$ cat config.mk
export PLATFORM = sky130hd
export DESIGN_NAME = liu_global_clock_irq_config
export DESIGN_NICKNAME = d
export VERILOG_FILES = /design/src/liu_clk_pkg.sv /design/src/liu_global_clock_irq_config.sv
export SDC_FILE = /design/constraint.sdc
export NUM_CORES = 1
export LEC_CHECK = 0
export BUFFER_PORTS_ARGS = -buffer_cell sky130_fd_sc_hd__buf_2
export CORE_UTILIZATION = 50
export DETAILED_ROUTE_END_ITERATION = 12
export HOLD_SLACK_MARGIN = 0.06
export MAX_ROUTING_LAYER = met4
export PLACE_DENSITY = 0.73
export SLEW_MARGIN = 10
export SYNTH_ARGS = -nofsm -noshare
export SYNTH_HDL_FRONTEND = slang
export SYNTH_SLANG_ARGS = --single-unit
$ cat constraint.sdc
create_clock -name clock -period 9.5 [get_ports clock]
set_input_delay 0.475 -clock clock [delete_from_list [all_inputs] [get_ports clock]]
set_output_delay 0.475 -clock clock [all_outputs]
set_load 0.01 [all_outputs]
$ cat src/liu_clk_pkg.sv
// Constants, types and decode functions for the line clock rate register block
`default_nettype none

package liu_clk_pkg;

	// Bus geometry: byte address, 32-bit data, one word per register
	localparam int ADDR_W = 8;
	localparam int DATA_W = 32;
	localparam int BE_W   = 4;

	// Register byte offsets
	localparam logic [ADDR_W-1:0] OFS_OUT_CFG = 8'h00;
	localparam logic [ADDR_W-1:0] OFS_IN_CFG  = 8'h04;
	localparam logic [ADDR_W-1:0] OFS_GIS     = 8'h08;
	localparam logic [ADDR_W-1:0] OFS_EVS     = 8'h0C;
	localparam logic [ADDR_W-1:0] OFS_EVC     = 8'h10;
	localparam logic [ADDR_W-1:0] OFS_EVE     = 8'h14;

	// Field positions and widths
	localparam int CFG_W       = 8;
	localparam int OUT_RATE_LSB = 4;
	localparam int OUT_RATE_W   = 2;
	localparam int IN_RATE_LSB  = 0;
	localparam int IN_RATE_W    = 4;
	localparam int CHAN0_BIT    = 0;

	// Reset values
	localparam logic [CFG_W-1:0] OUT_CFG_RST = 8'h00;
	localparam logic [CFG_W-1:0] IN_CFG_RST  = 8'h01;

	// Event bits of the sticky event status register
	localparam int EVT_W       = 2;
	localparam int EVT_CHAN0   = 0;
	localparam int EVT_BAD_SEL = 1;

	// Rates in kHz; system clock is 40 MHz
	localparam logic [15:0] CLK_KHZ   = 16'h9C40;
	localparam logic [15:0] KHZ_1544  = 16'h0608;
	localparam logic [15:0] KHZ_2048  = 16'h0800;
	localparam logic [15:0] KHZ_3088  = 16'h0C10;
	localparam logic [15:0] KHZ_4096  = 16'h1000;
	localparam logic [15:0] KHZ_6176  = 16'h1820;
	localparam logic [15:0] KHZ_8192  = 16'h2000;
	localparam logic [15:0] KHZ_12352 = 16'h3040;
	localparam logic [15:0] KHZ_16384 = 16'h4000;
	localparam logic [15:0] KHZ_NONE  = 16'h0000;

	// Phase accumulator width for the output clock synthesiser
	localparam int NCO_W = 24;

	typedef enum logic {BUS_IDLE, BUS_ACK} bus_state_t;

	// Accumulator step: two toggles per output period
	function automatic logic [NCO_W-1:0] nco_inc(input logic [15:0] khz);
		logic [63:0] w;
		w = ({48'h0, khz} << (NCO_W + 1)) / {48'h0, CLK_KHZ};
		return w[NCO_W-1:0];
	endfunction

	localparam logic [NCO_W-1:0] INC_1544  = nco_inc(KHZ_1544);
	localparam logic [NCO_W-1:0] INC_3088  = nco_inc(KHZ_3088);
	localparam logic [NCO_W-1:0] INC_6176  = nco_inc(KHZ_6176);
	localparam logic [NCO_W-1:0] INC_12352 = nco_inc(KHZ_12352);

	// Input rate code to kHz; reserved codes give zero
	function automatic logic [15:0] in_rate_khz(input logic [IN_RATE_W-1:0] code);
		case (code)
			4'h0, 4'hE: return KHZ_2048;
			4'h1, 4'hF: return KHZ_1544;
			4'h8:       return KHZ_4096;
			4'h9:       return KHZ_3088;
			4'hA:       return KHZ_8192;
			4'hB:       return KHZ_6176;
			4'hC:       return KHZ_16384;
			4'hD:       return KHZ_12352;
			default:    return KHZ_NONE;
		endcase
	endfunction

endpackage

`default_nettype wire

$ cat src/liu_global_clock_irq_config.sv
// Global line clock rate configuration and channel interrupt flag block
`timescale 1ns/10ps
`default_nettype none

module liu_global_clock_irq_config
(
	input  wire logic                              clock,
	input  wire logic                              rstn,
	input  wire logic [liu_clk_pkg::ADDR_W-1:0]    address,
	input  wire logic                              read,
	input  wire logic                              write,
	input  wire logic [liu_clk_pkg::DATA_W-1:0]    writedata,
	input  wire logic [liu_clk_pkg::BE_W-1:0]      byteenable,
	output var  logic [liu_clk_pkg::DATA_W-1:0]    readdata,
	output var  logic                              waitrequest,
	input  wire logic                              chan0_irq_in,
	output var  logic                              master_clock_out_pin,
	output var  logic [15:0]                       in_rate_khz_out,
	output var  logic                              in_rate_reserved,
	output var  logic                              irq
);
	import liu_clk_pkg::*;

	// One clock domain throughout; the pin rate comes from carry pulses
	// of a phase accumulator, never from a derived clock

	// Bus handshake state
	bus_state_t                state_r;
	bus_state_t                state_nxt;
	logic                      waitrequest_r;
	logic [DATA_W-1:0]         readdata_r;

	// Configuration and status storage
	logic [CFG_W-1:0]          out_cfg_r;
	logic [CFG_W-1:0]          out_cfg_nxt;
	logic [CFG_W-1:0]          in_cfg_r;
	logic [CFG_W-1:0]          in_cfg_nxt;
	logic                      chan0_irq_flag_r;
	logic                      chan0_irq_flag_nxt;
	logic                      chan0_seen_r;
	logic                      chan0_read_clr;
	logic                      irq_any;
	logic [EVT_W-1:0]          evt_status_r;
	logic [EVT_W-1:0]          evt_status_nxt;
	logic [EVT_W-1:0]          evt_enable_r;
	logic [EVT_W-1:0]          evt_enable_nxt;
	logic [EVT_W-1:0]          evt_set;
	logic                      irq_r;

	// Output clock synthesiser
	logic [NCO_W-1:0]          acc_r;
	logic [NCO_W-1:0]          acc_nxt;
	logic                      acc_carry;
	logic [NCO_W-1:0]          nco_step;
	logic                      clk_pin_r;

	// Input clock decode results
	logic [15:0]               in_khz_r;
	logic [15:0]               in_khz_dec;
	logic                      in_bad_r;

	// Field views
	logic [OUT_RATE_W-1:0]     out_clock_rate_sel;
	logic [IN_RATE_W-1:0]      in_clock_rate_sel;
	logic [IN_RATE_W-1:0]      in_sel_written;

	// Address and strobe decode
	logic                      req;
	logic                      req_start;
	logic                      done;
	logic [ADDR_W-3:0]         word;
	logic                      sel_out;
	logic                      sel_in;
	logic                      sel_gis;
	logic                      sel_evs;
	logic                      sel_evc;
	logic                      sel_eve;
	logic                      wr_lane0;
	logic                      wr_out;
	logic                      wr_in;
	logic                      wr_evc;
	logic                      wr_eve;
	logic                      rd_gis;
	logic [DATA_W-1:0]         rd_mux;
	logic [DATA_W-1:0]         rd_word_out;
	logic [DATA_W-1:0]         rd_word_in;
	logic [DATA_W-1:0]         rd_word_gis;
	logic [DATA_W-1:0]         rd_word_evs;
	logic [DATA_W-1:0]         rd_word_eve;

	// Request decode; one wait cycle, then the transfer completes.
	// Every request is answered the same way, so a master never
	// needs to know the map to know when its transfer ends.
	assign req       = read | write;
	assign req_start = req & (state_r == BUS_IDLE);
	assign done      = req & (state_r == BUS_ACK);

	// Handshake sequencing: idle until a request, then one acknowledge cycle.
	// The acknowledge state always falls back to idle, so a request held
	// past its acknowledge is taken again only as a fresh transfer.
	always_comb
	begin
		case (state_r)
			BUS_IDLE: state_nxt = req ? BUS_ACK : BUS_IDLE;
			BUS_ACK:  state_nxt = BUS_IDLE;
			default:  state_nxt = BUS_IDLE;
		endcase
	end

	// Word select; the low two address bits are ignored,
	// so every byte offset inside a word reaches the same register
	assign word    = address[ADDR_W-1:2];
	assign sel_out = (word == OFS_OUT_CFG[ADDR_W-1:2]);
	assign sel_in  = (word == OFS_IN_CFG[ADDR_W-1:2]);
	assign sel_gis = (word == OFS_GIS[ADDR_W-1:2]);
	assign sel_evs = (word == OFS_EVS[ADDR_W-1:2]);
	assign sel_evc = (word == OFS_EVC[ADDR_W-1:2]);
	assign sel_eve = (word == OFS_EVE[ADDR_W-1:2]);

	// Writes land only on the completing edge and only with lane 0 enabled;
	// a write with lane 0 off completes on the bus but changes nothing
	assign wr_lane0 = write & done & byteenable[0];
	assign wr_out   = wr_lane0 & sel_out;
	assign wr_in    = wr_lane0 & sel_in;
	assign wr_evc   = wr_lane0 & sel_evc;
	assign wr_eve   = wr_lane0 & sel_eve;
	assign rd_gis   = read & done & sel_gis;

	// Per-register read words, zero-extended to the bus width
	assign rd_word_out = {{(DATA_W-CFG_W){1'b0}}, out_cfg_r};
	assign rd_word_in  = {{(DATA_W-CFG_W){1'b0}}, in_cfg_r};
	assign rd_word_gis = {{(DATA_W-1){1'b0}}, chan0_irq_flag_r};
	assign rd_word_evs = {{(DATA_W-EVT_W){1'b0}}, evt_status_r};
	assign rd_word_eve = {{(DATA_W-EVT_W){1'b0}}, evt_enable_r};

	// Read mux; clear register and unmapped words read as zero,
	// so software probing the map never sees stale bus data
	assign rd_mux = sel_out ? rd_word_out :
	                sel_in  ? rd_word_in :
	                sel_gis ? rd_word_gis :
	                sel_evs ? rd_word_evs :
	                sel_eve ? rd_word_eve :
	                {DATA_W{1'b0}};

	// Configuration registers keep all eight bits, unused ones included;
	// reserved input codes are stored as written and flagged, not refused
	assign out_cfg_nxt = wr_out ? writedata[CFG_W-1:0] : out_cfg_r;
	assign in_cfg_nxt  = wr_in ? writedata[CFG_W-1:0] : in_cfg_r;

	// Field views of the stored configuration;
	// unused bits of both registers never reach the decode
	assign out_clock_rate_sel = out_cfg_r[OUT_RATE_LSB +: OUT_RATE_W];
	assign in_clock_rate_sel  = in_cfg_r[IN_RATE_LSB +: IN_RATE_W];
	assign in_sel_written     = writedata[IN_RATE_LSB +: IN_RATE_W];

	// Channel 0 flag: only a bit actually returned by a read is cleared,
	// so an event after the data was latched is never dropped. The data
	// is latched one edge before the clear, so an event seen at that
	// latching edge blocks the clear too: it is not in the returned bit.
	assign chan0_read_clr     = rd_gis & readdata_r[CHAN0_BIT] & ~chan0_seen_r;
	assign chan0_irq_flag_nxt = chan0_irq_in |
	                            (chan0_irq_flag_r & ~chan0_read_clr);

	// Event sources of the sticky status register
	assign evt_set[EVT_CHAN0]   = chan0_irq_in;
	assign evt_set[EVT_BAD_SEL] = wr_in & (in_rate_khz(in_sel_written) == KHZ_NONE);

	// Sticky event bits, write one to clear; a set in the same cycle wins,
	// so an event racing its own clear is reported again
	genvar gi;
	generate
		for (gi = 0; gi < EVT_W; gi = gi + 1)
		begin : g_evt
			assign evt_status_nxt[gi] = evt_set[gi] | (evt_status_r[gi] & ~(wr_evc & writedata[gi]));
		end
	endgenerate

	// Enable register written whole; a zero bit masks its event from irq
	assign evt_enable_nxt = wr_eve ? writedata[EVT_W-1:0] : evt_enable_r;

	// Any enabled event raises the level interrupt
	assign irq_any = |(evt_status_r & evt_enable_r);

	// Accumulator step chosen by the output rate field.
	// Steps are rounded down, so the pin runs slow by well under a part
	// per million; a wider accumulator would trade area for that error.
	assign nco_step = (out_clock_rate_sel == 2'h0) ? INC_1544 :
	                  (out_clock_rate_sel == 2'h1) ? INC_3088 :
	                  (out_clock_rate_sel == 2'h2) ? INC_6176 :
	                  INC_12352;

	// Carry out of the accumulator is the toggle enable pulse;
	// at most one carry per cycle, since every step is below full scale
	assign {acc_carry, acc_nxt} = {1'b0, acc_r} + {1'b0, nco_step};

	// Input rate decode; zero marks a reserved code.
	// Decoded from the stored field, so a reserved write shows one cycle after it is stored
	assign in_khz_dec = in_rate_khz(in_clock_rate_sel);

	// Bus handshake flops; waitrequest drops for exactly one cycle.
	// Registered so the bus sees a clean flop output, at the cost
	// of the fixed wait state on every transfer
	always_ff @(posedge clock or negedge rstn)
	begin
		if (!rstn)
		begin
			state_r       <= BUS_IDLE;
			waitrequest_r <= 1'b1;
		end
		else
		begin
			state_r       <= state_nxt;
			waitrequest_r <= (state_nxt != BUS_ACK);
		end
	end

	// Read data latched when the request is first seen, held through the ack.
	// Latching early keeps the word steady for the whole acknowledge
	// and fixes exactly which flag value a read will clear
	always_ff @(posedge clock or negedge rstn)
	begin
		if (!rstn)
			readdata_r <= {DATA_W{1'b0}};
		else if (req_start && read)
			readdata_r <= rd_mux;
	end

	// Output rate configuration
	always_ff @(posedge clock or negedge rstn)
	begin
		if (!rstn)
			out_cfg_r <= OUT_CFG_RST;
		else
			out_cfg_r <= out_cfg_nxt;
	end

	// Input rate configuration
	always_ff @(posedge clock or negedge rstn)
	begin
		if (!rstn)
			in_cfg_r <= IN_CFG_RST;
		else
			in_cfg_r <= in_cfg_nxt;
	end

	// Channel 0 read-clear flag;
	// cleared only by a completed read of the status word
	always_ff @(posedge clock or negedge rstn)
	begin
		if (!rstn)
			chan0_irq_flag_r <= 1'b0;
		else
			chan0_irq_flag_r <= chan0_irq_flag_nxt;
	end

	// Event level at the previous edge; at the completing edge of a read
	// this is the level seen when the returned data was latched
	always_ff @(posedge clock or negedge rstn)
	begin
		if (!rstn)
			chan0_seen_r <= 1'b0;
		else
			chan0_seen_r <= chan0_irq_in;
	end

	// Sticky event status
	always_ff @(posedge clock or negedge rstn)
	begin
		if (!rstn)
			evt_status_r <= {EVT_W{1'b0}};
		else
			evt_status_r <= evt_status_nxt;
	end

	// Event enables
	always_ff @(posedge clock or negedge rstn)
	begin
		if (!rstn)
			evt_enable_r <= {EVT_W{1'b0}};
		else
			evt_enable_r <= evt_enable_nxt;
	end

	// Level interrupt, one cycle behind the status it reflects
	always_ff @(posedge clock or negedge rstn)
	begin
		if (!rstn)
			irq_r <= 1'b0;
		else
			irq_r <= irq_any;
	end

	// Output clock: fractional divider, one toggle per carry.
	// Edges land on the 25 ns grid, so the pin carries up to one
	// system period of jitter; the average rate is exact to the step.
	always_ff @(posedge clock or negedge rstn)
	begin
		if (!rstn)
		begin
			acc_r     <= {NCO_W{1'b0}};
			clk_pin_r <= 1'b0;
		end
		else
		begin
			acc_r <= acc_nxt;
			if (acc_carry)
				clk_pin_r <= ~clk_pin_r;
		end
	end

	// Registered input rate report; the device needs a valid input clock.
	// A reserved code reports zero kHz and raises the reserved flag
	always_ff @(posedge clock or negedge rstn)
	begin
		if (!rstn)
		begin
			in_khz_r <= KHZ_1544;
			in_bad_r <= 1'b0;
		end
		else
		begin
			in_khz_r <= in_khz_dec;
			in_bad_r <= (in_khz_dec == KHZ_NONE);
		end
	end

	// Outputs straight from flops;
	// no output passes through logic, so pin timing stays simple
	assign readdata             = readdata_r;
	assign waitrequest          = waitrequest_r;
	assign master_clock_out_pin = clk_pin_r;
	assign in_rate_khz_out      = in_khz_r;
	assign in_rate_reserved     = in_bad_r;
	assign irq                  = irq_r;

endmodule

`default_nettype wire

==> results of run 1 <==
==> logic make-up after synthesis <==
kind of cell,Yosys count
buffers and inverters,65
adders and majority gates,26
muxes,15
and+or+nand+nor,111
xor gates and xnor gates,36
AOI/OAI and AO/OA,103
DFF,68
other,1
==> power by group through the flow <==
stage	sequential, uW	combinational [uW]	clock [uW]
finish	428	492	320
global route	437	544	335
CTS	427	487	323
detailed placement	432	481	0
global placement	426	464	0
floorplan	411	401	0
==> per-layer routing <==
| layer | GRT usage | part of all wire | vias up |
|---|---|---|---|
| met5 | - | 0 | - |
| met4 | 0.1282 | 0.030 | 0 |
| met3 | 0.03448 | 0.051 | 28 |
| met2 | 0.3401 | 0.47 | 137 |
| met1 | 0.2683 | 0.45 | 1533 |
| li1 | - | - | 1501 |
==> final timing paths <==
| check | cells past startpoint | slack, ns | start | to |
|---|---|---|---|---|
| worst max-delay path | 12 | 5.96 | out_cfg_r[5] | acc_r[22] |
| worst min-delay path | 1 | 0.25 | chan0_irq_in | chan0_seen_r |
| worst max register to register | 12 | 5.96 | out_cfg_r[5] | acc_r[22] |
| worst min register to register | 1 | 0.47 | master_clock_out_pin | master_clock_out_pin |
| max in group asynchronous | 2 | 8.63 | rstn | acc_r[19] |
| min in group asynchronous | 2 | 0.31 | rstn | acc_r[10] |
==> state kept, by name (all words and copies together), names as in the netlist <==
register and cells:
waitrequest 1, acc_r 24, readdata 8, chan0_seen_r 1, in_cfg_r 8, in_rate_khz_out 9, irq 1, in_rate_reserved 1
state_r 1, evt_enable_r 2, out_cfg_r 8, chan0_irq_flag_r 1, evt_status_r 2, master_clock_out_pin 1
==> worst max-delay path, cell delays in order, from the launching register on <==
cell and delay [ns]:
sky130_fd_sc_hd__dfrtp_1 0.43, sky130_fd_sc_hd__inv_1 0.15, sky130_fd_sc_hd__ha_1 0.42, sky130_fd_sc_hd__inv_1 0.17, sky130_fd_sc_hd__nand2_1 0.17, sky130_fd_sc_hd__ha_1 0.31
sky130_fd_sc_hd__o2111ai_1 0.15, sky130_fd_sc_hd__a31oi_1 0.14, sky130_fd_sc_hd__a311o_1 0.39, sky130_fd_sc_hd__a221o_1 0.35, sky130_fd_sc_hd__a311o_1 0.42, sky130_fd_sc_hd__a41oi_2 0.23
sky130_fd_sc_hd__xnor2_1 0.14
==> layout make-up <==
type | instances | area, sq um
inverters | 20 | 75.07
multi-input cells | 321 | 2150
fillers | 670 | 3311
clock buffers | 10 | 127.6
well taps | 102 | 127.6
repair buffers | 42 | 212.7
clock inverters | 6 | 137.6
flip-flops and latches | 68 | 1707
==> placed cells by master (no fill, tap or decap), types with 3 or more instances in the layout <==
cell	instances
sky130_fd_sc_hd__dfrtp_1	64
sky130_fd_sc_hd__nand2_1	45
sky130_fd_sc_hd__buf_2	41
sky130_fd_sc_hd__conb_1	30
sky130_fd_sc_hd__ha_1	26
sky130_fd_sc_hd__nor2_1	25
sky130_fd_sc_hd__a21oi_1	22
sky130_fd_sc_hd__inv_1	19
sky130_fd_sc_hd__xnor2_1	19
sky130_fd_sc_hd__o21ai_0	17
sky130_fd_sc_hd__xor2_1	17
sky130_fd_sc_hd__mux2_2	12
sky130_fd_sc_hd__a31oi_1	9
sky130_fd_sc_hd__clkbuf_8	9
sky130_fd_sc_hd__nand3_1	8
sky130_fd_sc_hd__a22oi_1	8
sky130_fd_sc_hd__and3_1	6
sky130_fd_sc_hd__o21ai_1	6
sky130_fd_sc_hd__nor2b_1	5
sky130_fd_sc_hd__a21o_1	5
sky130_fd_sc_hd__nand2b_1	4
sky130_fd_sc_hd__o22ai_1	4
sky130_fd_sc_hd__nor3_1	4
sky130_fd_sc_hd__bufinv_16	4
sky130_fd_sc_hd__dfstp_2	4
sky130_fd_sc_hd__or2_2	3
sky130_fd_sc_hd__o2111ai_1	3
==> through the flow <==
stage,instances,hold slack [ns],setup WS (ns)
finish,569,0.2463,5.959
floorplan,454,0.1794,6.492
detailed placement,553,0.4622,6.025
global route,569,0.2314,5.772
CTS,569,0.2334,5.993
global placement,553,0.4454,6.101
==> impl_metrics.tcl, run 1 <==
set metrics [dict create \
    drt-total-wl_mm 8.580 \
    yosys_warnings 0 \
    final_max_slew_viol_count 0 \
    vdd_ir_drop_max_mv 0.09615 \
    timing.fmax_ghz 0.2824 \
    buffer_ports.inserted 41 \
    power.density_mw_per_mm2 273.4 \
    fp-row-count 32 \
    synth_cell_type_count 61 \
    p_sw_uw 465.0 \
    hold_viol 0 \
    cp_data_arrival_time_ns 3.82 \
    gr-usage-all-layers 0.2180 \
    area_of_the_core_sq_mm 0.007848 \
    layout.cell_area.non_filler_sq_mm 0.004537 \
    post_synth_fa_ha_maj_area_fraction 0.07900 \
    outcome "completed" \
    grt_pass1_wl_mm 14.03 \
    synth.mux.area_fraction 0.04315 \
    drt_pass1_iterations 5 \
    synth.top_cells.by_area "sky130_fd_sc_hd__dfrtp_1 (39%), sky130_fd_sc_hd__ha_1 (7.9%), sky130_fd_sc_hd__buf_4 (5.7%), sky130_fd_sc_hd__nand2_1 (4.1%), sky130_fd_sc_hd__xnor2_1 (4.0%)" \
    internal_power_uw 775.3 \
    most_instantiated_library_cell_after_synthesis "sky130_fd_sc_hd__dfrtp_1" \
    period_minus_slack_ns 3.541 \
    comb_power_share 0.397 \
    hold_class "primary input to flip-flop" \
    start_util 0.5247 \
    fin_skew_ns 0.01092 \
    vias_per_cell 5.622 \
    crit_required_ns 9.78 \
    static-leakage-power_uw 0.002113 \
    yosys.area_share.xor_xnor 0.07657 \
    cts-hold-fix-buffers 0 \
    dieWidth_um 92.75 \
    synth.yosys.seq_area_share 0.4145 \
    post_synthesis_compound_gate_area_fraction 0.1711 \
    numClockSinks 68 \
    power_frac_seq 0.345 \
    drive_above_1_share 0.1842 \
    drt-wirelength-per-cell_um 15.08 \
    clock_tree_from_tritoncts "built" \
    first_iter_violations 180 \
    first_global_vias 3019 \
    fin_tns_setup_ns 0 \
    synth_largest_area_cell "sky130_fd_sc_hd__dfrtp_1" \
    synth-edff-count 0 \
    synthToLayoutAreaGrowth_pct 10.18 \
    max_slew.worst_pin.slew_ns 0.9554 \
    timing.max_slew.rel_slack 0.3618 \
    clkLatencyLatePin_ns 0.36 \
    gpl.final_weighted_congestion 0.9145 \
    via_count 3199 \
    switching_part_of_the_total 0.3749 \
    detailed_place_hpwl_mm 6.095 \
    worst_setup_hold_path_clk_slew_ns 0.08 \
    synth_simple_gate_area_frac 0.1249 \
    remaining_design_rule_violation_count 0 \
    die_height_um 92.75 \
    ratio_of_final_minimum_period_to_clock_period 0.3727 \
    pin_count_of_the_biggest_net_entering_global_routing 69 \
    worst-path-max-fanout 9 \
    grt_overflow 0 \
    setup_repair_after_global_routing_missed_its_margin "false" \
    insertedDiodeCount 0 \
    placement.cell_area_sq_mm 0.004272 \
    clock_root_buffer_master "sky130_fd_sc_hd__clkbuf_8" \
    setup_viol 0 \
    detail-route-antenna-nets 0 \
    top_level_ports 101 \
    critPathKind "flip-flop to flip-flop" \
    synth_flop_cell "sky130_fd_sc_hd__dfrtp_1" \
    end_kind "flip-flop" \
    final_nets 537 \
    power_uw 1240 \
    synth-seq-cells 68 \
    die-area_sq_mm 0.008603 \
    synth_top_area_frac 0.3889 \
    antenna_found_initial 0 \
    fin_util 0.5781 \
    largest_family_of_logic_cells_by_synthesized_area "compound AO/OA/AOI/OAI gates" \
    maxCapViolCount 0 \
    async_set_or_reset_flop_fraction_in_the_synthesized_netlist 1.000 \
    power_frac_clock 0.258 \
    mapped_area_sq_mm 0.004118 \
    level_count_of_the_clock_h_tree 3 \
    critical_path.startpoint_type "flip-flop" \
    setup_bufs_post_cts 0 \
    yosys-top-cells-count "sky130_fd_sc_hd__dfrtp_1 (64), sky130_fd_sc_hd__nand2_1 (45), sky130_fd_sc_hd__buf_4 (31)" \
    synthesis.instances 425 \
    synth.avg_cell_area_sq_um 9.689 \
    cts_made_buffers 9 \
    cts_repair_resize_count 0 \
    cts_buffer_depth 2 \
]
Note: power is estimated with default switching activity, not from simulation.
==> inputs of run 2 (changes only) <==
Settings changed: ABC_AREA set to 1, PLACE_DENSITY 0.73 to 0.72.
Clock period 9.5 ns to 3.26 ns, I/O delays scaled along.
==> impl_metrics.tcl, run 2 <==
set metrics [dict create \
    final_cells 802 \
    fin_tns_setup_ns 0 \
    gr-usage-all-layers 0.2418 \
    critical_path.startpoint_type "flip-flop" \
    global_route.usage.met2 0.4025 \
    num-fill-cells 846 \
    grt_overflow 0 \
    synth.top_cells.by_area "sky130_fd_sc_hd__dfrtp_1 (35%), sky130_fd_sc_hd__nand2_1 (14%), sky130_fd_sc_hd__inv_1 (7.4%), sky130_fd_sc_hd__ha_1 (7.0%), sky130_fd_sc_hd__buf_4 (5.0%)" \
    maxCapViolCount 0 \
    synth_largest_area_cell "sky130_fd_sc_hd__dfrtp_1" \
    ff_latch_area_sq_mm 0.001707 \
    clkLatencyLatePin_ns 0.36 \
    cts_made_buffers 9 \
    hold_class "primary input to flip-flop" \
    dieWidth_um 98.32 \
    drive_above_1_share 0.1686 \
    level_count_of_the_clock_h_tree 3 \
    buffer_ports.inserted 41 \
    grt-busiest-layer "met2" \
    synth.avg_cell_area_sq_um 7.362 \
    cp_slowest_stage_delay_ns 0.42 \
    die_height_um 98.32 \
    final_max_slew_viol_count 0 \
    crit_path_top_delay_cell "sky130_fd_sc_hd__dfrtp_1" \
    start_util 0.5242 \
    crit_required_ns 3.51 \
    drt-total-wl_mm 10.51 \
    via_count 4023 \
    final_common_cell "sky130_fd_sc_hd__nand2_1" \
    worst_setup_hold_path_clk_slew_ns 0.08 \
    drt_pass1_iterations 8 \
    synthToLayoutAreaGrowth_pct 10.87 \
    static-leakage-power_uw 0.002896 \
    vias_per_cell 5.016 \
    antenna_found_initial 0 \
    setup_bufs_post_cts 0 \
    cts_buffer_depth 2 \
    period_minus_slack_ns 2.560 \
    mapped_area_sq_mm 0.004638 \
    top_register "acc_r" \
    clock_root_buffer_master "sky130_fd_sc_hd__clkbuf_8" \
    ratio_of_final_minimum_period_to_clock_period 0.7852 \
    grt_pass1_wl_mm 17.64 \
    globalRouteMet3Util 0.03078 \
    synth-seq-cells 68 \
    die-area_sq_mm 0.009666 \
    yosys-top-cells-count "sky130_fd_sc_hd__nand2_1 (178), sky130_fd_sc_hd__inv_1 (92), sky130_fd_sc_hd__dfrtp_1 (64)" \
    synth_flop_cell "sky130_fd_sc_hd__dfrtp_1" \
    async_set_or_reset_flop_fraction_in_the_synthesized_netlist 1.000 \
    final_nets 764 \
    path_cells "inv_1 > ha_1 > inv_1 > nand2_1 > ha_1 > inv_1 > o21ai_0 > a21oi_1 > nor2_1 > nor2_1 > nand3_1 > nand2_1 > nand2_1" \
    placed_cells 776 \
    setup_viol 0 \
    cp_data_arrival_time_ns 2.81 \
    detailed_place_hpwl_mm 8.295 \
    most_instantiated_library_cell_after_synthesis "sky130_fd_sc_hd__nand2_1" \
    gpl.final_weighted_congestion 0.9439 \
    vdd_ir_drop_max_mv 0.2902 \
    number_of_flip_flops_under_the_largest_register_name 24 \
    setup_repair_after_global_routing_missed_its_margin "false" \
    worst-path-max-fanout 5 \
    synth_cell_type_count 40 \
    max_slew.worst_pin.slew_ns 0.6311 \
    timing.max_slew.rel_slack 0.5792 \
    insertedDiodeCount 0 \
    area_of_the_core_sq_mm 0.008848 \
    synth.yosys.seq_area_share 0.3680 \
    fin_hold_ws_ns 0.06886 \
    synthesis.instances 630 \
    timing.fmax_ghz 0.3907 \
    remaining_design_rule_violation_count 0 \
    multi_input_comb_area_sq_mm 0.002414 \
    layout_common_cells "sky130_fd_sc_hd__nand2_1 (178), sky130_fd_sc_hd__inv_1 (92), sky130_fd_sc_hd__dfrtp_1 (64), sky130_fd_sc_hd__nor2_1 (48), sky130_fd_sc_hd__nand3_1 (42)" \
    first_global_vias 3885 \
    critPathKind "flip-flop to flip-flop" \
    placement.cell_area_sq_mm 0.004850 \
    detail-route-antenna-nets 0 \
    cts_repair_resize_count 0 \
    hold_viol 0 \
    synth_top_area_frac 0.3453 \
    fp-row-count 34 \
    first_iter_violations 165 \
    drt-wirelength-per-cell_um 13.10 \
    fin_skew_ns 0.01064 \
    synth-edff-count 0 \
    numClockSinks 68 \
    pin_count_of_the_biggest_net_entering_global_routing 28 \
    yosys_warnings 0 \
    power.density_mw_per_mm2 707.2 \
    top_level_ports 101 \
    clock_tree_from_tritoncts "built" \
    grt_use_met1 0.2862 \
    layout.cell_area.non_filler_sq_mm 0.005142 \
    end_kind "flip-flop" \
    outcome "completed" \
]
[run 2: layout make-up]
| type | instances | share of cell area |
|---|---|---|
| clock inverters | 6 | 0.01265 |
| clock buffers | 10 | 0.02482 |
| multi-input cells | 458 | 0.4693 |
| flip-flops and latches | 68 | 0.3319 |
| repair buffers | 53 | 0.06229 |
| inverters | 99 | 0.07275 |
| well taps | 108 | 0.02628 |
[run 2: path summary, 6_finish.rpt]
check	start	end	slack, ns	cells past startpoint
worst max-delay path	out_cfg_r[4]	acc_r[22]	0.70	13
worst max register to register	out_cfg_r[4]	acc_r[22]	0.70	13
min in group asynchronous	rstn	acc_r[19]	0.36	2
worst min register to register	acc_r[0]	acc_r[0]	0.47	1
worst min-delay path	writedata[0]	in_cfg_r[0]	0.07	3
max in group asynchronous	rstn	in_cfg_r[0]	2.06	3
[run 2: per-layer routing]
metal  up-vias  routed length [um]
li1       2022                   -
met1      1851                4642
met2       122                4981
met3        28                 462
met4         0                 422
met5         -                   0
[run 2: power breakdown]
group	switching [uW]	internal, uW
registers	133	1060
logic	1130	610
clock network	355	354
total	1610	2020
[run 2: through the flow]
step,utilization,total power (uW),setup slack (ns)
after detailed placement,0.5481,2922,0.7226
after global placement,0.5481,2873,0.7342
final,0.5812,3636,0.7003
after global routing,0.5812,3940,0.4710
after floorplan,-,2543,1.164
after CTS,0.5812,3646,0.7029
[run 2: worst max-delay path, delay by kind of cell (launching register included)]
kind / cells / cell delay [ns]
AO/OA/AOI/OAI: 2 / 0.49
adder cells (fa/ha/maj): 2 / 0.63
AND/OR/NAND/NOR: 6 / 0.54
flip-flops: 1 / 0.42
buffers and inverters: 3 / 0.37
[run 2: repair_timing]
action	in CTS	in global routing
endpoints found under the hold margin	34	0
setup endpoints to repair	0	0
hold buffers	10	0
[run 2: cells by family after synthesis]
logic type               after synthesis  synth area share
other                                  1         0.0008085
AO/OA/AOI/OAI                         61           0.07553
buffers and inverters                133            0.1351
AND/OR/NAND/NOR                      324            0.3143
adder cells (fa/ha/maj)               26           0.07014
flip-flops                            68            0.3680
XOR/XNOR                              17           0.03615
